### src/hdl/fault_agg_pkg.sv
// What this block does
// Two independent fault conditions with identical controls and behaviour.
// A disabled fault condition keeps its output inactive.
// Hold setting: latched until cleared, or 1 to 255 frames; default 30.
// Fault stays asserted while enabled and its combined sources are active.
// After sources drop, fault holds until clear or hold timer expiry.
// Combined source is the OR of all selected source flags.
// Each condition has 24 independently settable source select bits.
// Live state of every source flag is readable by software.
// Video invalid means video absent or not matching configured standard.
// Video invalid is debounced by a programmable minimum frame count.
// Each field's checksum is computed and compared with the carried one.
// Checksum fault needs N consecutive bad fields, 1 to 127; good restarts.
// Threshold off disables checksum faults; threshold one flags any error.
// Active picture and full frame checksum errors are separate flags.
// Audio over is either channel; silence and mono need both channels.
// Picture black: content at or below 7 IRE for programmed seconds.
// Picture freeze: no activity above noise for programmed seconds.
// Caption loss: no primary caption data for programmed seconds.
// Rating loss: no rating packet received for programmed seconds.
// Each input pin flag is active while its pin is held low.
// Genlock invalid: reference missing or standard differs from input.
// Software deselects checksum sources when upstream alters the picture.
// Hold timer reloads while sources are active, decrements per frame.
// Clear request releases a latched fault only with sources inactive.
package fault_agg_pkg;

   // ------------------------------------------------------------------
   // Register map (byte addresses) and fields
   // ------------------------------------------------------------------
   localparam logic [7:0]  OFS_CTRL0     = 8'h00;
   localparam logic [7:0]  OFS_SEL0      = 8'h04;
   localparam logic [7:0]  OFS_CTRL1     = 8'h08;
   localparam logic [7:0]  OFS_SEL1      = 8'h0c;
   localparam logic [7:0]  OFS_VINV      = 8'h10;
   localparam logic [7:0]  OFS_CKSUM     = 8'h14;
   localparam logic [7:0]  OFS_DUR       = 8'h18;
   localparam logic [7:0]  OFS_SRC_STAT  = 8'h1c;
   localparam logic [7:0]  OFS_FLT_STAT  = 8'h20;
   localparam int          CTRL_EN_BIT   = 0;
   localparam int          CTRL_HOLD_LSB = 8;
   localparam int          CTRL_CLR_BIT  = 16;
   localparam logic [7:0]  HOLD_LATCH    = 8'h00;
   localparam logic [7:0]  HOLD_RST      = 8'h1e;
   localparam logic [7:0]  VINV_RST      = 8'h02;
   localparam logic [6:0]  CKSUM_OFF     = 7'h00;
   localparam logic [31:0] DUR_RST       = 32'h3cb40a0a;
   localparam logic [15:0] CRC_POLY      = 16'h1021;
   localparam logic [15:0] CRC_SEED      = 16'hffff;
   localparam int          NUM_FAULTS    = 2;
   localparam int          NUM_SRC       = 24;

   // ------------------------------------------------------------------
   // Timing
   // ------------------------------------------------------------------
   localparam int CLK_MHZ    = 250;
   localparam int SECOND_S   = 1;
   localparam int SEC_CYCLES = SECOND_S * CLK_MHZ * 1000000;

   // Source flags; field order gives bit 0 = video_invalid, 23 = genlock.
   typedef struct packed {
      logic genlock_invalid;
      logic picture_black;
      logic picture_freeze;
      logic input_pin_two;
      logic input_pin_one;
      logic caption_loss;
      logic rating_loss;
      logic source_identifier_loss;
      logic timecode_loss;
      logic mono_34;
      logic mono_12;
      logic silence_34;
      logic silence_12;
      logic over_34;
      logic over_12;
      logic phase_rev_34;
      logic phase_rev_12;
      logic audio_format_err;
      logic full_frame_checksum_errors;
      logic active_picture_checksum_errors;
      logic audio_loss_34;
      logic audio_loss_12;
      logic audio_loss;
      logic video_invalid;
   } src_flags_s;

   // Raw detector levels and pulses, all on pclk.
   typedef struct packed {
      logic       video_absent;
      logic       video_std_mismatch;
      logic       genlock_missing;
      logic       genlock_std_mismatch;
      logic       audio_loss;
      logic       audio_loss_12;
      logic       audio_loss_34;
      logic       audio_format_err;
      logic       phase_rev_12;
      logic       phase_rev_34;
      logic [3:0] chan_over;
      logic [3:0] chan_silent;
      logic [3:0] chan_mono;
      logic       timecode_loss;
      logic       source_identifier_loss;
      logic       pic_at_black;
      logic       pic_no_motion;
      logic       caption_seen;
      logic       rating_seen;
   } det_in_s;

   // Received video words and the checksums carried in the blanking.
   typedef struct packed {
      logic [9:0]  word;
      logic        valid;
      logic        active;
      logic        field_end;
      logic [15:0] carried_ap;
      logic [15:0] carried_ff;
   } vid_in_s;

endpackage

### src/hdl/signal_fault_aggregator.sv
// Added by the designer: the address map and the APB slave port.
`timescale 1ns/1ps
`default_nettype none
module signal_fault_aggregator
   import fault_agg_pkg::*;
#(
   parameter int SEC_TICKS = SEC_CYCLES
) (
   input  wire logic        pclk,         // Register and logic clock.
   input  wire logic        presetn,      // Asynchronous reset, active low.
   input  wire logic        psel,         // APB select.
   input  wire logic        penable,      // APB access phase.
   input  wire logic        pwrite,       // APB write when high.
   input  wire logic [7:0]  paddr,        // APB byte address.
   input  wire logic [31:0] pwdata,       // APB write data.
   output logic      [31:0] prdata,       // APB read data.
   output logic             pready,       // APB ready.
   output logic             pslverr,      // APB error on unmapped address.
   input  wire logic        frame_start,  // One pulse per frame.
   input  wire det_in_s     det,          // Upstream detector outputs.
   input  wire vid_in_s     vid,          // Received video and checksums.
   input  wire logic [1:0]  pin_n,        // Input pins, low when closed.
   output logic [1:0]       fault         // Fault condition outputs.
);

   // ------------------------------------------------------------------
   // Helpers
   // ------------------------------------------------------------------
   function automatic logic [15:0] crc_step(input logic [15:0] crc,
                                            input logic [9:0]  w);
      logic [15:0] c;
      logic        fb;
      c = crc;
      for (int i = 0; i < 10; i++) begin
         fb = c[15] ^ w[i];
         c  = {c[14:0], 1'b0} ^ (fb ? CRC_POLY : 16'h0000);
      end
      return c;
   endfunction

   function automatic logic hit(input logic [7:0] a, input logic [7:0] o);
      return a[7:2] == o[7:2];
   endfunction

   // ------------------------------------------------------------------
   // APB slave
   // ------------------------------------------------------------------
   logic [7:0]  hold    [NUM_FAULTS];
   logic        enable  [NUM_FAULTS];
   logic [23:0] select  [NUM_FAULTS];
   logic [7:0]  vinv_frames;
   logic [6:0]  cksum_thresh;
   logic [31:0] dur;
   logic [7:0]  timer   [NUM_FAULTS];
   logic [1:0]  clr;
   src_flags_s  src;

   // Zero wait states; read data is captured in the setup phase.
   wire setup    = psel & ~penable;
   wire access   = psel & penable;
   wire wr       = access & pwrite;
   wire mapped   = hit(paddr, OFS_CTRL0) | hit(paddr, OFS_SEL0)
                 | hit(paddr, OFS_CTRL1) | hit(paddr, OFS_SEL1)
                 | hit(paddr, OFS_VINV) | hit(paddr, OFS_CKSUM)
                 | hit(paddr, OFS_DUR) | hit(paddr, OFS_SRC_STAT)
                 | hit(paddr, OFS_FLT_STAT);
   wire wr_ctrl0 = wr & hit(paddr, OFS_CTRL0);
   wire wr_ctrl1 = wr & hit(paddr, OFS_CTRL1);
   wire [1:0] wr_ctrl = {wr_ctrl1, wr_ctrl0};
   wire [1:0] wr_sel  = {wr & hit(paddr, OFS_SEL1),
                         wr & hit(paddr, OFS_SEL0)};
   assign pready  = 1'b1;
   assign pslverr = access & ~mapped;
   // A write of one to the clear bit is a single-cycle request.
   assign clr = wr_ctrl & {2{pwdata[CTRL_CLR_BIT]}};

   // Read mux; the status words show live block state.
   logic [31:0] next_prdata;
   always_comb begin
      next_prdata = 32'h0000_0000;
      if (hit(paddr, OFS_CTRL0))
         next_prdata = {16'h0000, hold[0], 7'h00, enable[0]};
      if (hit(paddr, OFS_CTRL1))
         next_prdata = {16'h0000, hold[1], 7'h00, enable[1]};
      if (hit(paddr, OFS_SEL0))
         next_prdata = {8'h00, select[0]};
      if (hit(paddr, OFS_SEL1))
         next_prdata = {8'h00, select[1]};
      if (hit(paddr, OFS_VINV))
         next_prdata = {24'h000000, vinv_frames};
      if (hit(paddr, OFS_CKSUM))
         next_prdata = {25'h0000000, cksum_thresh};
      if (hit(paddr, OFS_DUR))
         next_prdata = dur;
      if (hit(paddr, OFS_SRC_STAT))
         next_prdata = {8'h00, src};
      if (hit(paddr, OFS_FLT_STAT))
         next_prdata = {8'h00, timer[1], timer[0], 6'h00, fault};
   end

   always_ff @(posedge pclk or negedge presetn) begin
      if (!presetn) begin
         prdata <= 32'h0000_0000;
      end else if (setup) begin
         prdata <= next_prdata;
      end
   end

   // Shared configuration registers.
   always_ff @(posedge pclk or negedge presetn) begin
      if (!presetn) begin
         vinv_frames  <= VINV_RST;
         cksum_thresh <= CKSUM_OFF;
         dur          <= DUR_RST;
      end else begin
         if (wr & hit(paddr, OFS_VINV))
            vinv_frames <= pwdata[7:0];
         if (wr & hit(paddr, OFS_CKSUM))
            cksum_thresh <= pwdata[6:0];
         if (wr & hit(paddr, OFS_DUR))
            dur <= pwdata;
      end
   end

   // ------------------------------------------------------------------
   // Source flags
   // ------------------------------------------------------------------
   logic [1:0] pin_meta;
   logic [1:0] pin_sync;
   logic [7:0] vinv_cnt;
   logic [6:0] ck_cnt  [2];
   logic [15:0] crc_ap;
   logic [15:0] crc_ff;
   logic [27:0] sec_cnt;
   logic [7:0] quiet_cnt [4];
   logic [3:0] quiet;
   logic [3:0] quiet_flag;
   logic [1:0] ck_bad;
   logic [1:0] ck_flag;

   // Pins are asynchronous; two flops before use.
   always_ff @(posedge pclk or negedge presetn) begin
      if (!presetn) begin
         pin_meta <= 2'b11;
         pin_sync <= 2'b11;
      end else begin
         pin_meta <= pin_n;
         pin_sync <= pin_meta;
      end
   end

   wire vinv_raw  = det.video_absent | det.video_std_mismatch;
   wire vinv_flag = vinv_raw & (vinv_cnt >= vinv_frames);

   // Counts whole frames of invalid video; any valid instant restarts,
   // so a short switching glitch reaches only a threshold of 0 or 1.
   always_ff @(posedge pclk or negedge presetn) begin
      if (!presetn) begin
         vinv_cnt <= 8'h00;
      end else if (!vinv_raw) begin
         vinv_cnt <= 8'h00;
      end else if (frame_start && vinv_cnt != 8'hff) begin
         vinv_cnt <= vinv_cnt + 8'h01;
      end
   end

   // Running checksums of the full field and of active picture only.
   always_ff @(posedge pclk or negedge presetn) begin
      if (!presetn) begin
         crc_ap <= CRC_SEED;
         crc_ff <= CRC_SEED;
      end else if (vid.field_end) begin
         crc_ap <= CRC_SEED;
         crc_ff <= CRC_SEED;
      end else if (vid.valid) begin
         crc_ff <= crc_step(crc_ff, vid.word);
         if (vid.active)
            crc_ap <= crc_step(crc_ap, vid.word);
      end
   end

   assign ck_bad = {crc_ff != vid.carried_ff, crc_ap != vid.carried_ap};

   // Consecutive bad field counters, one per checksum kind.
   for (genvar k = 0; k < 2; k++) begin : g_ck
      always_ff @(posedge pclk or negedge presetn) begin
         if (!presetn) begin
            ck_cnt[k] <= 7'h00;
         end else if (vid.field_end) begin
            if (!ck_bad[k])
               ck_cnt[k] <= 7'h00;
            else if (ck_cnt[k] != 7'h7f)
               ck_cnt[k] <= ck_cnt[k] + 7'h01;
         end
      end
      // Zero threshold is the detection_off_setting.
      assign ck_flag[k] = (cksum_thresh != CKSUM_OFF)
                        & (ck_cnt[k] >= cksum_thresh);
   end

   // Seconds tick for the duration monitors.
   wire sec_tick = (sec_cnt == 28'(SEC_TICKS - 1));
   always_ff @(posedge pclk or negedge presetn) begin
      if (!presetn)
         sec_cnt <= 28'h0000000;
      else
         sec_cnt <= sec_tick ? 28'h0000000 : sec_cnt + 28'h0000001;
   end

   // Quiet monitors: black, freeze, caption, rating. A monitor restarts
   // whenever its condition breaks, including on every received packet.
   assign quiet = {~det.rating_seen, ~det.caption_seen,
                   det.pic_no_motion, det.pic_at_black};
   for (genvar q = 0; q < 4; q++) begin : g_quiet
      always_ff @(posedge pclk or negedge presetn) begin
         if (!presetn)
            quiet_cnt[q] <= 8'h00;
         else if (!quiet[q])
            quiet_cnt[q] <= 8'h00;
         else if (sec_tick && quiet_cnt[q] != 8'hff)
            quiet_cnt[q] <= quiet_cnt[q] + 8'h01;
      end
      assign quiet_flag[q] = quiet[q] & (quiet_cnt[q] >= dur[8*q +: 8]);
   end

   // Assemble the 24 live flags.
   always_comb begin
      src                                = '0;
      src.video_invalid                  = vinv_flag;
      src.audio_loss                     = det.audio_loss;
      src.audio_loss_12                  = det.audio_loss_12;
      src.audio_loss_34                  = det.audio_loss_34;
      src.active_picture_checksum_errors = ck_flag[0];
      src.full_frame_checksum_errors     = ck_flag[1];
      src.audio_format_err               = det.audio_format_err;
      src.phase_rev_12                   = det.phase_rev_12;
      src.phase_rev_34                   = det.phase_rev_34;
      src.over_12    = det.chan_over[0] | det.chan_over[1];
      src.over_34    = det.chan_over[2] | det.chan_over[3];
      src.silence_12 = det.chan_silent[0] & det.chan_silent[1];
      src.silence_34 = det.chan_silent[2] & det.chan_silent[3];
      src.mono_12    = det.chan_mono[0] & det.chan_mono[1];
      src.mono_34    = det.chan_mono[2] & det.chan_mono[3];
      src.timecode_loss                  = det.timecode_loss;
      src.source_identifier_loss         = det.source_identifier_loss;
      src.rating_loss                    = quiet_flag[3];
      src.caption_loss                   = quiet_flag[2];
      src.input_pin_one                  = ~pin_sync[0];
      src.input_pin_two                  = ~pin_sync[1];
      src.picture_freeze                 = quiet_flag[1];
      src.picture_black                  = quiet_flag[0];
      src.genlock_invalid = det.genlock_missing
                          | det.genlock_std_mismatch;
   end

   // ------------------------------------------------------------------
   // Fault conditions
   // ------------------------------------------------------------------
   logic [1:0] combined;

   for (genvar f = 0; f < NUM_FAULTS; f++) begin : g_fault
      // Selection is the only place R22 matters: software masks bits.
      assign combined[f] = enable[f] & |(select[f] & src);

      always_ff @(posedge pclk or negedge presetn) begin
         if (!presetn) begin
            enable[f] <= 1'b0;
            hold[f]   <= HOLD_RST;
            select[f] <= 24'h000000;
         end else begin
            if (wr_ctrl[f]) begin
               enable[f] <= pwdata[CTRL_EN_BIT];
               hold[f]   <= pwdata[CTRL_HOLD_LSB +: 8];
            end
            if (wr_sel[f])
               select[f] <= pwdata[23:0];
         end
      end

      // Source activity wins over a clear arriving in the same cycle.
      always_ff @(posedge pclk or negedge presetn) begin
         if (!presetn) begin
            fault[f] <= 1'b0;
            timer[f] <= 8'h00;
         end else if (!enable[f]) begin
            fault[f] <= 1'b0;
            timer[f] <= 8'h00;
         end else if (combined[f]) begin
            fault[f] <= 1'b1;
            timer[f] <= hold[f];
         end else if (fault[f] && hold[f] == HOLD_LATCH) begin
            if (clr[f])
               fault[f] <= 1'b0;
         end else if (fault[f] && frame_start) begin
            timer[f] <= timer[f] - 8'h01;
            if (timer[f] <= 8'h01)
               fault[f] <= 1'b0;
         end
      end

      AST_DISABLED_QUIET: assert property (
         @(posedge pclk) disable iff (!presetn)
         !enable[f] |=> !fault[f])
         else $error("Disabled fault condition is active.");

      AST_ACTIVE_HOLDS: assert property (
         @(posedge pclk) disable iff (!presetn)
         combined[f] && !(wr_ctrl[f] && !pwdata[CTRL_EN_BIT])
            |=> fault[f] && timer[f] == $past(hold[f]))
         else $error("Fault not set or timer not reloaded.");

      AST_RISE_HAS_CAUSE: assert property (
         @(posedge pclk) disable iff (!presetn)
         $rose(fault[f]) |-> $past(|(select[f] & src)))
         else $error("Fault rose without a selected source.");

      AST_RELEASE_CAUSE: assert property (
         @(posedge pclk) disable iff (!presetn)
         $fell(fault[f]) && $past(enable[f]) |->
            $past(clr[f] && hold[f] == HOLD_LATCH)
            || $past(frame_start && timer[f] <= 8'h01))
         else $error("Fault released without clear or expiry.");

      AST_CLEAR_BLOCKED: assert property (
         @(posedge pclk) disable iff (!presetn)
         clr[f] && combined[f] |=> fault[f])
         else $error("Clear released a fault with active sources.");

      AST_LATCH_STAYS: assert property (
         @(posedge pclk) disable iff (!presetn)
         fault[f] && enable[f] && hold[f] == HOLD_LATCH && !clr[f]
            && !wr_ctrl[f] |=> fault[f])
         else $error("Latched fault released without a clear.");

      COV_TIMED_RELEASE: cover property (
         @(posedge pclk) disable iff (!presetn)
         fault[f] ##1 !combined[f] [*2] ##1 $fell(fault[f]));
   end

   // ------------------------------------------------------------------
   // Checks on shared logic
   // ------------------------------------------------------------------
   AST_CKSUM_REACH: assert property (
      @(posedge pclk) disable iff (!presetn)
      vid.field_end && ck_bad[0] && cksum_thresh != CKSUM_OFF
         && ck_cnt[0] == cksum_thresh - 7'h01
         && !(wr && hit(paddr, OFS_CKSUM))
         |=> src.active_picture_checksum_errors)
      else $error("Checksum fault missing at threshold.");

   AST_CKSUM_OFF: assert property (
      @(posedge pclk) disable iff (!presetn)
      cksum_thresh == CKSUM_OFF |->
         !src.active_picture_checksum_errors
         && !src.full_frame_checksum_errors)
      else $error("Checksum fault active while detection is off.");

   AST_GOOD_FIELD_RESTART: assert property (
      @(posedge pclk) disable iff (!presetn)
      vid.field_end && !ck_bad[1] |=> ck_cnt[1] == 7'h00)
      else $error("Good field did not restart the count.");

   AST_VINV_DEBOUNCE: assert property (
      @(posedge pclk) disable iff (!presetn)
      $rose(src.video_invalid) && vinv_frames != 8'h00
         |-> $past(vinv_raw))
      else $error("Video invalid rose without an ongoing episode.");

   AST_STATUS_READ: assert property (
      @(posedge pclk) disable iff (!presetn)
      setup && hit(paddr, OFS_SRC_STAT)
         |=> prdata[23:0] == $past(src))
      else $error("Source status read is not the live flags.");

   COV_CLEAR_LATCHED: cover property (
      @(posedge pclk) disable iff (!presetn)
      fault[0] && hold[0] == HOLD_LATCH && clr[0] ##1 !fault[0]);

   COV_CKSUM_FAULT: cover property (
      @(posedge pclk) disable iff (!presetn)
      $rose(src.full_frame_checksum_errors));

   COV_BOTH_FAULTS: cover property (
      @(posedge pclk) disable iff (!presetn)
      fault == 2'b11);

endmodule
`default_nettype wire

### config.mk
export PLATFORM = sky130hd
export DESIGN_NAME = signal_fault_aggregator
export DESIGN_NICKNAME = d
export VERILOG_FILES = /design/src/hdl/fault_agg_pkg.sv /design/src/hdl/signal_fault_aggregator.sv
export SDC_FILE = /design/constraint.sdc
export NUM_CORES = 1
export LEC_CHECK = 0
export BUFFER_PORTS_ARGS = -buffer_cell sky130_fd_sc_hd__buf_2
export CORE_MARGIN = 2
export CORE_UTILIZATION = 60
export DETAILED_ROUTE_END_ITERATION = 10
export GPL_TIMING_DRIVEN = 0
export PLACE_DENSITY = 0.81
export SETUP_SLACK_MARGIN = 0.1
export SLEW_MARGIN = 15
export SYNTH_ARGS = -nofsm -noshare
export SYNTH_HDL_FRONTEND = slang
export SYNTH_SLANG_ARGS = --single-unit
### constraint.sdc
create_clock -name pclk -period 2.8 [get_ports pclk]
set_input_delay 0.14 -clock pclk [delete_from_list [all_inputs] [get_ports pclk]]
set_output_delay 0.14 -clock pclk [all_outputs]
set_load 0.005 [all_outputs]
# Yosys cells after proc, flatten, opt, wreduce, memory -nomap -nowiden
# Index checks and enable logic that the tools add are counted.
[totals] word_cells=258 inputBits=121 out_inout_bits=36 reg_bits=281
[op_classes] n_eq_ne=33 n_lt_le_gt_ge=9 n_bitwise=85 n_mux=69 add_sub_neg=10 n_reduce_logical=26
[ops] cell="$xor A16 B13 Y16" count=20
[ops] cell="$mux W13" count=20
[ops] cell="$mux W32" count=8
[ops] cell="$mux W8" count=18
[ops] cell="$mux W16" count=6
[ops] cell="$and A24 B24 Y24" count=2
[ops] cell="$reduce_or A24 Y1" count=2
[ops] cell="$add A8 B1 Y8 const B" count=5
[ops] cell="$ge A8 B8 Y1" count=5
[ops] cell="$ne A8 B8 Y1 const B" count=5
[ops] cell="$ne A16 B16 Y1" count=2
[ops] cell="$add A28 B1 Y28 const B" count=1
[ops] cell="$eq A28 B28 Y1 const B" count=1
[ops] cell="$mux W28" count=1
[ops] cell="$mux W7" count=4
[ops] cell="$and A1 B1 Y1" count=24
[ops] cell="$eq A6 B3 Y1 const B" count=4
[ops] cell="$xor A1 B1 Y1" count=20
[ops] cell="$le A8 B1 Y1 const B" count=2
[ops] cell="$logic_not A8 Y1" count=2
[ops] cell="$ne A4 B1 Y1 const B" count=4
[ops] cell="$sub A8 B1 Y8 const B" count=2
[ops] cell="$add A7 B1 Y7 const B" count=2
[ops] cell="$ge A7 B7 Y1" count=2
[ops] cell="18 further kinds" count=70

# Longest topological paths before layout
[depth] word_depth=33 ltp_mapped=10

# Worst setup path after synthesis
# OpenSTA, ideal clock, no wires.
[synth_timing] kind="register to register" from="register dur[21]" to="register timer[2] in the netlist's numbering" setup_ns=0.100 required_ns=2.700 arrival_time_ns=2.360 path_stages_with_launch=10 path_buffers=0 slack_ns=0.340 cell_sequence="dfstp_2 -> inv_1 -> ha_1 -> a21oi_1 -> nor2_1 -> a32o_1 -> or4_4 -> a211oi_4 -> a21oi_1 -> a311oi_1"
[synth_between] elab_chain_cells=7 word_cells_on_any_way=10
[synth_lines] element="start, declared" line_no="signal_fault_aggregator.sv:53" text="logic [31:0] dur;"
[synth_lines] element="start signal, assigned" line_no="signal_fault_aggregator.sv:121" text="dur <= pwdata;"
[synth_lines] element="$ge A8 B8 Y1 (*)" line_no="signal_fault_aggregator.sv:223" text="assign quiet_flag[q] = quiet[q] & (quiet_cnt[q] >= dur[8*q +: 8]);"
[synth_lines] element="$and A1 B1 Y1 (*)" line_no="signal_fault_aggregator.sv:223"
[synth_lines] element="$and A24 B24 Y24 (*)" line_no="signal_fault_aggregator.sv:263" text="assign combined[f] = enable[f] & |(select[f] & src);"
[synth_lines] element="$reduce_or A24 Y1 (*)" line_no="signal_fault_aggregator.sv:263"
[synth_lines] element="$and A1 B1 Y1 (*)" line_no="signal_fault_aggregator.sv:263"
[synth_lines] element="$ne A3 B1 Y1 (no line), or another cell as far along"
[synth_lines] element="$reduce_and A2 Y1 (no line) or $mux W8 (tied branches)"
[synth_lines] element="end signal, assigned by index" line_no="signal_fault_aggregator.sv:290" text="timer[f] <= hold[f];"
[synth_lines] element="end signal, assigned by index" line_no="signal_fault_aggregator.sv:295" text="timer[f] <= timer[f] - 8'h01;"
[synth_lines] element="end, declared" line_no="signal_fault_aggregator.sv:54" text="logic [7:0] timer [NUM_FAULTS];"
# Every way passes the cells marked *; elsewhere a longest branch is shown, timed or not.
# A chain may end at the register's enable or synchronous reset.

# Final worst setup path
[layout_timing] from="register dur[13]" to="register timer[4] in the netlist's numbering"
# Same word-level chain as after synthesis.

==> metrics.yaml <==
sta:
  worst_clock_skew_ps: 31.94
  hold_viol: 0
  timing.fmax_mhz: 365.5
  period_minus_slack_ps: 2736
  slew_headroom: 0.3247
  worst_slack_ps: 64.13
  rsz0062_at_grt: "true"
  finalCritPeriodShare: 0.9771
  setup_viol: 0
  slew_viol_final: 0
  worstMarginPinSlew_ps: 1004
global_routing:
  grtUsageTotal: 0.3317
  grt_start_max_net_pins: 103
  overflow: 0
  antenna_found_initial: 2
  grt_pass1_vias: 13260
  grt_pass1_wl_um: 70790
route:
  route.met2.wl_um: 20830
  met3_length_um: 4027
  ant_nets: 0
  vias: 13620
  dr.pass1.iters: 6
  wirelength_um: 45270
  drc_errors: 0
  wire_per_inst_um: 20.88
  drtIter0Drc: 1384
  highest_layer: "met4"
  met1_length_um: 17860
  vias_per_cell: 6.283
placement:
  dp_hpwl_um: 31750
  place_ws_ps: -316.6
  port_buffers: 150
  place.detailed.instances: 2051
  gp_congestion: 0.9340
critical_path:
  cp.arrival_ps: 3170
  r2r_slack_ps: 60
  worstSetupEndpointType: "register"
  path_max_fanout: 8
  r2r-end: "timer[4]$_DFFE_PN0P_"
  reg2reg_from: "dur[13]$_DFFE_PN0P_"
  worstPathRequired_ps: 3230
  crit_type: "register to register"
  ff2ff_path_depth: 9
  cp-start-kind: "register"
cts:
  clock-sinks: 281
  cts_buffers: 30
  clockBufferDepth: 3
  insertion_delay_ps: 570
  tritoncts: "built"
  path_clk_slew_ps: 60
  htree_levels: 1
  clockRootBuffer: "clkbuf_16"
cells_and_area:
  area_growth_pct: 19.57
  fin_util: 0.7225
  fin_nets: 1993
  drive_above_1_share: 0.2322
  nFillCells: 1840
  finalNonFillerCells: 2168
worst_hold_path:
  hold_class: "input pin to register"
  hold_depth: 3
  worstHoldStart: "vid[34]"
  hold_end: "crc_ff[8]$_DFFE_PN1P_"
run:
  drv_cap: 0
synth:
  synth-main-ff-cell: "dfrtp_1"
  synth_edf_count: 0
  ys_seq_area_frac: 0.4550
  synth_area_um2: 15610
  synth_cell_types: 79
  ys_async_sr_fraction: 1.000
  ys_ff_latch: 281
  synth_area_leaders: "dfrtp_1, dfstp_2, xnor2_1, mux2_2, ha_1"
  yosysWarnings: 0
  yosysTopAreaCell: "dfrtp_1"
  syn_avg_cell_area_um2: 9.988
  synth_nets: 1750
  synth.top_cell.area_share: 0.3591
  synthCells: 1563
floorplanning:
  core_um2: 25840
  die_y_um: 165.3
  fp.dieW_um: 165.3
  num_rows: 59
  start_util: 0.6042
  dieArea_um2: 27330
  io_pins: 157
run_status:
  status: "finished clean"
power:
  power_density_nw_per_um2: 629.4
  peakVddDrop_v: 0.0005213
  power_uw: 11750
  p_leak_uw: 0.008555
what timing repair did:
item,CTS,global route
cloned,0,1
endpoints found under the setup margin,18,27
resized for setup,9,26
hold buffers,45,0
pin swaps,6,15
endpoints found under the hold margin,203,0
setup buffers,3,9
through the flow:
step           area, µm²  TNS [ps]  hold slack [ps]
6_report           18670         0            46.36
5_1_grt            18660         0            54.46
4_1_cts            18450         0            19.61
3_5_place_dp       16870     -2000            215.1
3_3_place_gp       16780   -878450            246.5
2_1_floorplan      15610         0           -155.6
critical path, cell delays in order (launching register included):
cell	delay, ps
dfrtp_1	390
inv_2	80
ha_1	310
a21oi_1	240
nor2_1	100
a32o_1	310
or4_4	510
a211o_1	290
nor2_4	230
a311oi_2	140
cells by family after synthesis:
group	share of synthesized area
muxes	0.08720
adders and majority gates	0.05290
AOI/OAI and AO/OA	0.1346
xor gates and xnor gates	0.08415
DFF	0.4550
buffers and inverters	0.03294
and+or+nand+nor	0.1529
other	0.0002402
metal layers:
metal / up-vias / track usage
met3: 217 / 0.06543
met2: 757 / 0.5347
li1: 6059 / -
met4: 0 / 0.1567
met1: 6588 / 0.4338
met5: - / 0
how the worst max path moves through the flow:
stage	startpoint	to	slack, ps	cells past startpoint
6_report	dur[13]$_DFFE_PN0P_	timer[4]$_DFFE_PN0P_	60	9
5_1_grt	dur[13]$_DFFE_PN0P_	timer[4]$_DFFE_PN0P_	40	9
4_1_cts	dur[23]$_DFFE_PN1P_	timer[5]$_DFFE_PN0P_	80	10
3_5_place_dp	cksum_thresh[4]$_DFFE_PN0P_	timer[14]$_DFFE_PN0P_	-320	9
3_3_place_gp	presetn	quiet_cnt[1]$_DFFE_PN0P_	-3490	1
2_1_floorplan	dur[21]$_DFFE_PN1P_	timer[2]$_DFFE_PN0P_	340	9
cells in the final DEF, fill, tap and decap left out, drive strengths merged, types with 11 or more instances in the layout:
| master | Yosys | routed |
|---|---|---|
| or3 | 12 | 12 |
| nor4 | 13 | 13 |
| mux2i | 28 | 28 |
| nor2b | 14 | 14 |
| nor2 | 78 | 78 |
| buf | 21 | 187 |
| a221oi | 11 | 11 |
| ha | 66 | 66 |
| clkbuf | 40 | 85 |
| nand2b | 17 | 17 |
| o21ai | 134 | 134 |
| a22oi | 13 | 13 |
| o211ai | 18 | 18 |
| nand2 | 197 | 197 |
| dfrtp | 224 | 224 |
| nand3 | 57 | 57 |
| dlygate4sd3 | 0 | 45 |
| and3 | 14 | 14 |
| nor3 | 16 | 16 |
| inv | 63 | 63 |
| a21oi | 73 | 73 |
| nand4 | 38 | 38 |
| and2 | 13 | 13 |
| xnor2 | 102 | 102 |
| xor2 | 48 | 48 |
| dfstp | 57 | 57 |
| mux2 | 80 | 80 |
layout make-up:
cell class	instances	area, µm²	share of cell area
multi-input cells	1156	8153	0.4368
flip-flops and latches	281	7103	0.3805
repair buffers	211	1393	0.07460
clock buffers	45	950.9	0.05094
well taps	335	419.2	0.02245
plain buffers	61	281.5	0.01508
inverters	65	244.0	0.01307
clock inverters	11	115.1	0.006167
diodes	3	7.507	0.0004022
where the power goes:
part | switching, µW | internal [µW] | leakage, µW
Clock | 1710 | 2530 | 0.000517
Combinational | 1340 | 1140 | 0.00449
Sequential | 492 | 4540 | 0.00355
Total | 3540 | 8210 | 0.00855
sequential cells by signal (all words and copies together) (netlist names):
register / flops
crc_ff: 16
timer: 16
select: 48
ck_cnt: 14
fault: 2
crc_ap: 16
pin_meta: 2
sec_cnt: 28
dur: 32
pin_sync: 2
cksum_thresh: 7
prdata: 32
hold: 16
quiet_cnt: 32
enable: 2
vinv_cnt: 8
vinv_frames: 8
synthesized netlist by cell type, types with 3 or more instances:
| cell type | instances |
|---|---|
| xor2_1 | 48 |
| a31oi_1 | 3 |
| nor3_1 | 16 |
| or2_2 | 5 |
| o221ai_1 | 6 |
| nand3_1 | 57 |
| o31ai_1 | 4 |
| mux4_2 | 8 |
| a22o_1 | 5 |
| nand2_1 | 196 |
| dfrtp_1 | 224 |
| nand3b_1 | 3 |
| a32oi_1 | 5 |
| o211ai_1 | 18 |
| nor3b_1 | 3 |
| a211oi_1 | 9 |
| nor2_1 | 77 |
| nor4_1 | 11 |
| a311oi_1 | 8 |
| a21oi_1 | 72 |
| clkbuf_1 | 40 |
| a2111o_1 | 4 |
| nor2b_1 | 14 |
| o2111ai_1 | 5 |
| a21o_1 | 10 |
| mux2i_1 | 28 |
| and2_1 | 13 |
| nand2b_1 | 17 |
| o21ai_0 | 134 |
| buf_2 | 15 |
| a22oi_1 | 13 |
| and4_1 | 3 |
| or3_1 | 12 |
| xnor2_1 | 102 |
| a221oi_1 | 10 |
| inv_1 | 63 |
| nand4_1 | 36 |
| mux2_2 | 79 |
| ha_1 | 66 |
| dfstp_2 | 57 |
| and3_1 | 14 |
No activity file was read; power rests on OpenSTA's default activity.
